[src/hdl/gain_ctrl_pkg.sv]
package gain_ctrl_pkg;

  localparam int CODE_W = 4;
  localparam int SHIFT_W = 8;
  localparam int GAIN_W = 13;
  localparam logic [CODE_W-1:0] CODE_SHUTDOWN = 4'h0;
  localparam logic [CODE_W-1:0] CODE_MAX_STEP = 4'hC;
  localparam logic [GAIN_W-1:0] GAIN_TOP = 13'h1000;
  localparam logic [GAIN_W-1:0] GAIN_ONE = 13'h0001;
  localparam logic [SHIFT_W-1:0] SHIFT_RESET = 8'h00;
  localparam logic [CODE_W-1:0] CODE_RESET = 4'h0;

  typedef struct packed {
    logic select_or_bit0;
    logic serial_in_or_bit1;
    logic clock_or_bit2;
    logic serial_out_or_bit3;
  } pin_in_t;

  typedef struct packed {
    logic [GAIN_W-1:0] gain;
    logic amp_enable;
    logic hw_shutdown;
    logic sw_shutdown;
  } amp_ctrl_t;

endpackage : gain_ctrl_pkg

[src/hdl/gain_ctrl_if.sv]
`timescale 1ns/1ps
// Summary of operation
// - select pin high picks parallel, low serial
// - pins map to gain code bits 0..3
// - hold low: parallel latch transparent
// - hold high: parallel code frozen
// - package without hold pin: transparent except in hw shutdown
// - bit3 pin output serial, input parallel
// - cs low: shift msb first on rising clock
// - serial out updates on falling clock
// - cs rising copies low nibble to latch
// - cs high: no shifting
// - serial out always driven in serial mode
// - serial out keeps level after cs rises
// - daisy chain: out feeds next in
// - code maps to gains 0..4096
// - power down pin high shuts device
// - hw shutdown disables interfaces and amplifier
// - code zero: software shutdown, interface alive
module gain_ctrl_if #(
  parameter bit HAS_HOLD_PIN = 1'b1
) (
  input wire logic clk,
  input wire logic rst_n,
  input wire logic interface_select,
  input wire logic latch_hold_input,
  input wire logic power_down_input,
  input wire logic select_or_bit0,
  input wire logic serial_in_or_bit1,
  input wire logic clock_or_bit2,
  input wire logic serial_out_or_bit3_in,
  output logic serial_out_or_bit3_out,
  output logic serial_out_or_bit3_oe,
  output logic [gain_ctrl_pkg::CODE_W-1:0] gain_code,
  output logic [gain_ctrl_pkg::GAIN_W-1:0] gain,
  output logic amp_enable,
  output logic hw_shutdown,
  output logic sw_shutdown
);

  // ==========================================================
  // reset release and pin synchronisers
  typedef struct packed {
    logic [1:0] rst_pipe;
  } rst_state_t;

  rst_state_t rs_ff;
  rst_state_t nxt_rs;
  logic rst_sync_n;

  always_comb
  begin
    nxt_rs = rs_ff;
    nxt_rs.rst_pipe = {rs_ff.rst_pipe[0], 1'b1};
  end

  always_ff @(posedge clk or negedge rst_n)
  begin
    if (!rst_n)
      rs_ff <= '0;
    else
      rs_ff <= nxt_rs;
  end

  assign rst_sync_n = rs_ff.rst_pipe[1];

  localparam int NSYNC = 7;
  logic [NSYNC-1:0] raw_pins;
  logic [NSYNC-1:0] s_pins;
  gain_ctrl_pkg::pin_in_t pins;
  logic s_par_mode;
  logic s_hold;
  logic s_pwr_down;

  // hold pin absent: behaves as tied low
  assign raw_pins = {interface_select, latch_hold_input & HAS_HOLD_PIN,
    power_down_input, select_or_bit0, serial_in_or_bit1, clock_or_bit2,
    serial_out_or_bit3_in};

  sync_2ff #(
    .W(NSYNC)
  ) u_sync (
    .clk(clk),
    .rst_n(rst_sync_n),
    .d(raw_pins),
    .q(s_pins)
  );

  assign s_par_mode = s_pins[6];
  assign s_hold = s_pins[5];
  assign s_pwr_down = s_pins[4];
  assign pins = gain_ctrl_pkg::pin_in_t'(s_pins[3:0]);

  // ==========================================================
  // serial and parallel gain state
  typedef struct packed {
    logic [gain_ctrl_pkg::SHIFT_W-1:0] shreg;
    logic [gain_ctrl_pkg::CODE_W-1:0] serial_code;
    logic [gain_ctrl_pkg::CODE_W-1:0] par_latch;
    logic sout;
    logic clk_prev;
    logic cs_prev;
  } core_state_t;

  core_state_t st_ff;
  core_state_t nxt_st;
  logic clk_rise;
  logic clk_fall;
  logic cs_rise;
  logic iface_on;
  logic [gain_ctrl_pkg::CODE_W-1:0] par_code;

  // hardware shutdown freezes both interfaces
  assign iface_on = !s_pwr_down;
  assign clk_rise = pins.clock_or_bit2 && !st_ff.clk_prev;
  assign clk_fall = !pins.clock_or_bit2 && st_ff.clk_prev;
  assign cs_rise = pins.select_or_bit0 && !st_ff.cs_prev;
  assign par_code = {pins.serial_out_or_bit3, pins.clock_or_bit2,
    pins.serial_in_or_bit1, pins.select_or_bit0};

  always_comb
  begin
    nxt_st = st_ff;
    nxt_st.clk_prev = pins.clock_or_bit2;
    nxt_st.cs_prev = pins.select_or_bit0;
    if (iface_on && !s_par_mode)
    begin
      // a clock already high when cs falls is not a rising edge; host keeps it low
      if (clk_rise && !pins.select_or_bit0)
        nxt_st.shreg = {st_ff.shreg[gain_ctrl_pkg::SHIFT_W-2:0], pins.serial_in_or_bit1};
      if (clk_fall && !pins.select_or_bit0)
        nxt_st.sout = st_ff.shreg[gain_ctrl_pkg::SHIFT_W-1];
      if (cs_rise)
        nxt_st.serial_code = st_ff.shreg[gain_ctrl_pkg::CODE_W-1:0];
    end
    if (iface_on && s_par_mode && !s_hold)
      nxt_st.par_latch = par_code;
  end

  // latch contents after power-up are reset to code zero
  always_ff @(posedge clk or negedge rst_sync_n)
  begin
    if (!rst_sync_n)
    begin
      st_ff.shreg <= gain_ctrl_pkg::SHIFT_RESET;
      st_ff.serial_code <= gain_ctrl_pkg::CODE_RESET;
      st_ff.par_latch <= gain_ctrl_pkg::CODE_RESET;
      st_ff.sout <= 1'b0;
      st_ff.clk_prev <= 1'b0;
      st_ff.cs_prev <= 1'b1;
    end
    else
      st_ff <= nxt_st;
  end

  // ==========================================================
  // gain selection and outputs
  logic [gain_ctrl_pkg::CODE_W-1:0] active_code;
  logic [gain_ctrl_pkg::GAIN_W-1:0] dec_gain;
  gain_ctrl_pkg::amp_ctrl_t amp;

  // transparent path bypasses the flop so the pins set gain directly
  always_comb
  begin
    if (s_par_mode)
      active_code = (s_hold || !iface_on) ? st_ff.par_latch : par_code;
    else
      active_code = st_ff.serial_code;
  end

  gain_decode u_dec (
    .code(active_code),
    .gain(dec_gain)
  );

  always_comb
  begin
    amp.hw_shutdown = s_pwr_down;
    amp.sw_shutdown = !s_pwr_down && (active_code == gain_ctrl_pkg::CODE_SHUTDOWN);
    amp.amp_enable = !amp.hw_shutdown && !amp.sw_shutdown;
    amp.gain = dec_gain;
  end

  assign gain_code = active_code;
  assign gain = amp.gain;
  assign amp_enable = amp.amp_enable;
  assign hw_shutdown = amp.hw_shutdown;
  assign sw_shutdown = amp.sw_shutdown;
  // driven whenever serial mode, released in parallel mode; level held across cs high
  assign serial_out_or_bit3_oe = !s_par_mode;
  assign serial_out_or_bit3_out = st_ff.sout;

  // ==========================================================
  // checks
  AST_SHIFT_ON_RISE: assert property (@(posedge clk) disable iff (!rst_sync_n)
    (iface_on && !s_par_mode && clk_rise && !pins.select_or_bit0)
    |=> st_ff.shreg == {$past(st_ff.shreg[gain_ctrl_pkg::SHIFT_W-2:0]),
    $past(pins.serial_in_or_bit1)})
    else $error("shift register missed a rising clock");

  AST_NO_SHIFT_CS_HIGH: assert property (@(posedge clk) disable iff (!rst_sync_n)
    (pins.select_or_bit0 && !s_par_mode) |=> $stable(st_ff.shreg))
    else $error("shift while chip select high");

  AST_OUT_ON_FALL: assert property (@(posedge clk) disable iff (!rst_sync_n)
    (iface_on && !s_par_mode && clk_fall && !pins.select_or_bit0)
    |=> serial_out_or_bit3_out == $past(st_ff.shreg[gain_ctrl_pkg::SHIFT_W-1]))
    else $error("serial out not updated on falling clock");

  AST_CS_LOAD: assert property (@(posedge clk) disable iff (!rst_sync_n)
    (iface_on && !s_par_mode && cs_rise)
    |=> gain_code == $past(st_ff.shreg[gain_ctrl_pkg::CODE_W-1:0]))
    else $error("low nibble not loaded on chip select rise");

  AST_OUT_HOLD: assert property (@(posedge clk) disable iff (!rst_sync_n)
    (pins.select_or_bit0 && $past(pins.select_or_bit0)) |-> $stable(serial_out_or_bit3_out))
    else $error("serial out changed while chip select high");

  AST_OE_SERIAL: assert property (@(posedge clk) disable iff (!rst_sync_n)
    serial_out_or_bit3_oe == !s_par_mode)
    else $error("serial out enable wrong for mode");

  AST_PAR_THRU: assert property (@(posedge clk) disable iff (!rst_sync_n)
    (s_par_mode && !s_hold && iface_on) |-> gain_code == par_code)
    else $error("parallel code not transparent");

  AST_PAR_HOLD: assert property (@(posedge clk) disable iff (!rst_sync_n)
    (s_par_mode && s_hold && $past(s_par_mode) && $past(s_hold)) |-> $stable(gain_code))
    else $error("held parallel code changed");

  AST_SW_POWER_DOWN_INPUT: assert property (@(posedge clk) disable iff (!rst_sync_n)
    (!s_pwr_down && gain_code == gain_ctrl_pkg::CODE_SHUTDOWN)
    |-> (!amp_enable && sw_shutdown && gain == '0))
    else $error("code zero did not shut amplifier");

  AST_HW_POWER_DOWN_INPUT: assert property (@(posedge clk) disable iff (!rst_sync_n)
    s_pwr_down |-> (!amp_enable && hw_shutdown) ##1 $stable(st_ff.shreg))
    else $error("hardware shutdown left logic running");

  // ==========================================================
  // checks on mode gating, shutdown and the gain map
  // idle paths are watched too, so a stray enable shows up as a change

  AST_PAR_NO_SHIFT: assert property (@(posedge clk) disable iff (!rst_sync_n)
    s_par_mode
    |=> $stable(st_ff.shreg))
    else $error("shift register moved in parallel mode");

  AST_PAR_KEEPS_SERIAL: assert property (@(posedge clk) disable iff (!rst_sync_n)
    (s_par_mode || !iface_on)
    |=> $stable(st_ff.serial_code))
    else $error("serial code changed outside serial mode");

  AST_SERIAL_KEEPS_PAR: assert property (@(posedge clk) disable iff (!rst_sync_n)
    !s_par_mode
    |=> $stable(st_ff.par_latch))
    else $error("parallel latch changed in serial mode");

  AST_SERIAL_CODE_HOLD: assert property (@(posedge clk) disable iff (!rst_sync_n)
    (!s_par_mode && !$past(s_par_mode) && !$past(cs_rise))
    |-> $stable(gain_code))
    else $error("serial gain code changed without chip select rise");

  AST_OUT_IDLE: assert property (@(posedge clk) disable iff (!rst_sync_n)
    !(iface_on && !s_par_mode && clk_fall && !pins.select_or_bit0)
    |=> $stable(serial_out_or_bit3_out))
    else $error("serial out changed without a falling clock");

  AST_HW_OUT_FROZEN: assert property (@(posedge clk) disable iff (!rst_sync_n)
    s_pwr_down
    |=> $stable(serial_out_or_bit3_out))
    else $error("serial out moved in hardware shutdown");

  AST_HW_CODE_FROZEN: assert property (@(posedge clk) disable iff (!rst_sync_n)
    (s_pwr_down && $past(s_pwr_down) && (s_par_mode == $past(s_par_mode)))
    |-> $stable(gain_code))
    else $error("gain code moved in hardware shutdown");

  AST_HW_FLAGS: assert property (@(posedge clk) disable iff (!rst_sync_n)
    s_pwr_down
    |-> (hw_shutdown && !sw_shutdown))
    else $error("hardware shutdown flags wrong");

  AST_AMP_ON: assert property (@(posedge clk) disable iff (!rst_sync_n)
    (!s_pwr_down && gain_code != gain_ctrl_pkg::CODE_SHUTDOWN)
    |-> (amp_enable && !sw_shutdown && !hw_shutdown))
    else $error("amplifier off with a nonzero code");

  AST_GAIN_ZERO: assert property (@(posedge clk) disable iff (!rst_sync_n)
    (gain_code == gain_ctrl_pkg::CODE_SHUTDOWN)
    |-> (gain == '0))
    else $error("code zero gave a nonzero gain");

  AST_GAIN_TOP: assert property (@(posedge clk) disable iff (!rst_sync_n)
    (gain_code > gain_ctrl_pkg::CODE_MAX_STEP)
    |-> (gain == gain_ctrl_pkg::GAIN_TOP))
    else $error("top codes did not give the top gain");

  AST_GAIN_ONEHOT: assert property (@(posedge clk) disable iff (!rst_sync_n)
    (gain_code != gain_ctrl_pkg::CODE_SHUTDOWN)
    |-> $onehot(gain))
    else $error("nonzero code gave a gain that is not a power of two");

endmodule : gain_ctrl_if

[src/hdl/gain_decode.sv]
`timescale 1ns/1ps
// code to gain: 0 -> 0, 1..12 -> 2^(code-1), 13..15 -> 4096
module gain_decode (
  input wire logic [gain_ctrl_pkg::CODE_W-1:0] code,
  output logic [gain_ctrl_pkg::GAIN_W-1:0] gain
);

  always_comb
  begin
    if (code == gain_ctrl_pkg::CODE_SHUTDOWN)
      gain = '0;
    else if (code > gain_ctrl_pkg::CODE_MAX_STEP)
      gain = gain_ctrl_pkg::GAIN_TOP;
    else
      gain = gain_ctrl_pkg::GAIN_ONE << (code - 4'h1);
  end

endmodule : gain_decode

[src/hdl/sync_2ff.sv]
`timescale 1ns/1ps
// two-stage synchroniser per bit; first stage is read only by the second
module sync_2ff #(
  parameter int W = 1
) (
  input wire logic clk,
  input wire logic rst_n,
  input wire logic [W-1:0] d,
  output logic [W-1:0] q
);

  typedef struct packed {
    logic [W-1:0] meta;
    logic [W-1:0] stable;
  } sync_state_t;

  sync_state_t st_ff;
  sync_state_t nxt_st;

  always_comb
  begin
    nxt_st = st_ff;
    nxt_st.meta = d;
    nxt_st.stable = st_ff.meta;
  end

  always_ff @(posedge clk or negedge rst_n)
  begin
    if (!rst_n)
      st_ff <= '0;
    else
      st_ff <= nxt_st;
  end

  assign q = st_ff.stable;

endmodule : sync_2ff
[config.mk]
export PLATFORM = sky130hd
export DESIGN_NAME = gain_ctrl_if
export DESIGN_NICKNAME = d
export VERILOG_FILES = /design/src/hdl/gain_ctrl_pkg.sv /design/src/hdl/gain_ctrl_if.sv /design/src/hdl/gain_decode.sv /design/src/hdl/sync_2ff.sv
export SDC_FILE = /design/constraint.sdc
export NUM_CORES = 1
export LEC_CHECK = 0
export BUFFER_PORTS_ARGS = -buffer_cell sky130_fd_sc_hd__buf_2
export CORE_ASPECT_RATIO = 0.5
export CORE_MARGIN = 2
export CORE_UTILIZATION = 52
export DETAILED_ROUTE_END_ITERATION = 12
export PLACE_DENSITY_LB_ADDON = 0.05
export RECOVER_POWER = 100
export SYNTH_ARGS = -nofsm -noshare
export SYNTH_HDL_FRONTEND = slang
export SYNTH_SLANG_ARGS = --single-unit
[constraint.sdc]
create_clock -name clk -period 1.95 [get_ports clk]
set_clock_uncertainty 0.1 [all_clocks]
set_input_delay 0.0975 -clock clk [delete_from_list [all_inputs] [get_ports clk]]
set_output_delay 0.0975 -clock clk [all_outputs]
set_load 0.05 [all_outputs]
==> run_results.csv <==
group,metric,value,unit
status,status,"finished with violations",
status,failed_checks,"negative setup slack",
die,coreArea,2590,µm²
drt,vias_per_cell,4.88,
drt,route.detailed.drc,0,
die,die_area,3180,µm²
timing,setup_slack,-0.271,ns
synth,ys_async_sr_fraction,100,%
worst_setup_path,r2r_start,"u_sync.q[6]$_DFF_PN0_",
drt,routed-via-count,972,
timing,fin_hold_ws,0.0334,ns
timing,period_minus_slack,2.22,ns
worst_setup_path,crit_fanout,6,
synth,ys_types,24,
timing,rsz0062_at_grt,"yes",
power_and_ir_drop,power.density,908,nW/µm²
synth,synth_nets,110,
place,pre_cts_ws,-0.0175,ns
worst_setup_path,r2r-end,"st_ff[12]$_DFFE_PN0P_",
timing,worst_pin_slew,0.777,ns
clocking,clock-sinks,35,
clocking,cts_tree,"done",
min_path,hp-class,"input port to async pin",
clocking,insertion_delay,0.27,ns
drt,wl_per_cell,14.0,µm
power_and_ir_drop,power,1.93,mW
global_routing,grtUsageTotal,19.8,%
synth,synthesis.area,1420,µm²
clocking,htree_levels,2,
global_routing,grt-ovfl-total,0,
global_routing,grt_max_degree,34,
global_routing,antenna_found_initial,0,
synth,yosys_warnings,0,
timing,period_share,114,%
clocking,clk_pin_slew,0.06,ns
worst_setup_path,cp-start-kind,"flip-flop",
timing,slew_viol_final,0,
finish,layout_commonest_cell,"dfrtp_1",
worst_setup_path,criticalPathCategory,"flip-flop to output pin",
synth,synth-edff-count,0,
worst_setup_path,critPathRequiredTime,1.75,ns
worst_setup_path,ff2ff_path_depth,5,
timing,slew_headroom,48.2,%
timing,hold_viol,0,
worst_setup_path,worst_setup_path_end_kind,"output pin",
worst_setup_path,reg2reg_slack,0.13,ns
place,portBuffers,30,
synth,synth_seq_cells,35,
finish,layout_common_cells,"dfrtp_1 (32), mux2_2 (17), buf_6 (16), nor2_4 (13), buf_4 (11)",
die,fp-row-count,13,
clocking,clockBufferDepth,2,
timing,setup_viol,17,
place,place.detailed.hpwl,1840,µm
finish,diodes,0,
global_routing,grt_first_pass_wirelength,4470,µm
die,ios,31,
clocking,cts_buffers,5,
synth,syn_inst,101,
clocking,cts_root_buffer,"clkbuf_8",
global_routing,grt_pass1_vias,900,
finish,final_nets,170,
power_and_ir_drop,leakagePower,0.931,nW
synth,synthFlopType,"dfrtp_1",
worst_setup_path,crit_arrival,2.02,ns
drt,drtPass1Iterations,4,
timing,fmax,450,MHz
synth,ys_seq_area_share,61.9,%
timing,tns,-3.59,ns
die,die_h,40.9,µm
finish,area_growth,50.3,%
die,die_w,77.8,µm
place,globalplace.congestion,0.720,
power_and_ir_drop,peakVddDrop,0.714,mV
finish,drive_above_1_share,61.1,%
drt,ant_nets,0,
drt,totalWireLength,2800,µm
die,initial_utilization,54.8,%
synth,syn_avg_cell_area,14.0,µm²
drt,drtIter0Drc,24,
job,drv_cap,0,
flip-flops by register name (all words and copies together) (netlist names):
name and cells:
u_sync.q 7, u_sync.nxt_st 7, serial_out_or_bit3_out 1, st_ff 18, rs_ff 2
repair_timing:
| item | in CTS | in global routing |
|---|---|---|
| hold buffers | 8 | 0 |
| resized for setup | 41 | 5 |
| setup endpoints to repair | 19 | 19 |
| buffers inserted | 3 | 2 |
| pin swaps | 10 | 6 |
| endpoints found under the hold margin | 9 | 0 |
through the flow:
stage / area (µm²) / instances / utilization, %
6_report: 2130 / 199 / 82.3
5_1_grt: 2130 / 199 / 82.3
4_1_cts: 2150 / 198 / 83.0
3_5_place_dp: 1840 / 179 / 71.2
3_3_place_gp: 1840 / 179 / 71.2
2_1_floorplan: 1570 / 101 / -
routing by layer:
metal  global-route usage (%)  part of all wire (%)  vias up
li1                         -                     -      469
met1                     26.0                    48      466
met2                     32.3                    45       37
met3                     7.05                   7.0        0
met4                     5.36                     0        0
met5                        0                     0        -
worst max-delay path by stage:
stage / from / to / slack (ns)
floorplan: u_sync.q[4]$_DFF_PN0_ / gain[12] / -0.30
global placement: u_sync.q[4]$_DFF_PN0_ / gain[8] / -0.004
finish: u_sync.q[4]$_DFF_PN0_ / sw_shutdown / -0.27
global route: u_sync.q[4]$_DFF_PN0_ / sw_shutdown / -0.34
CTS: u_sync.q[4]$_DFF_PN0_ / sw_shutdown / -0.28
detailed placement: u_sync.q[4]$_DFF_PN0_ / gain[8] / -0.02
worst max-delay path: stages (launching register included):
cell	delay [ns]
dfrtp_2	0.45
buf_6	0.14
or3b_4	0.38
a31oi_4	0.24
or2_4	0.22
buf_4	0.13
nor3_4	0.04
buf_6	0.15
Yosys cell counts (2+ instances only):
cell type | number | area share, %
a31oi_4 | 2 | 3.0
or2_4 | 2 | 1.2
a31oi_2 | 2 | 1.8
or3b_1 | 2 | 1.2
nand2b_1 | 3 | 1.3
nand3b_1 | 2 | 1.1
dfrtp_1 | 34 | 60
o21ai_0 | 4 | 1.4
buf_6 | 2 | 1.6
mux2_2 | 17 | 14
nor2_1 | 17 | 4.5
nand2_1 | 2 | 0.53
where the power goes:
| part | switching (mW) | leakage (nW) | total [mW] | internal, mW |
|---|---|---|---|---|
| registers | 0.0462 | 0.430 | 0.841 | 0.795 |
| logic | 0.370 | 0.458 | 0.616 | 0.246 |
| clock network | 0.225 | 0.0422 | 0.475 | 0.250 |
logic make-up after synthesis:
kind of cell / share of synthesized area, %
buf+inv: 1.85
other cells: 0.265
compound gates: 6.18
flops: 61.9
simple gates: 16.3
mux: 13.5
final cells by class:
type	count	area, µm²
sequential	35	880
clock inverter	1	5.00
timing repair buffer	55	454
fill	133	458
inverter	1	3.75
clock buffer	7	76.3
multi-input combinational	63	663
tap	37	46.3
Power figures use the tool's default switching activity.
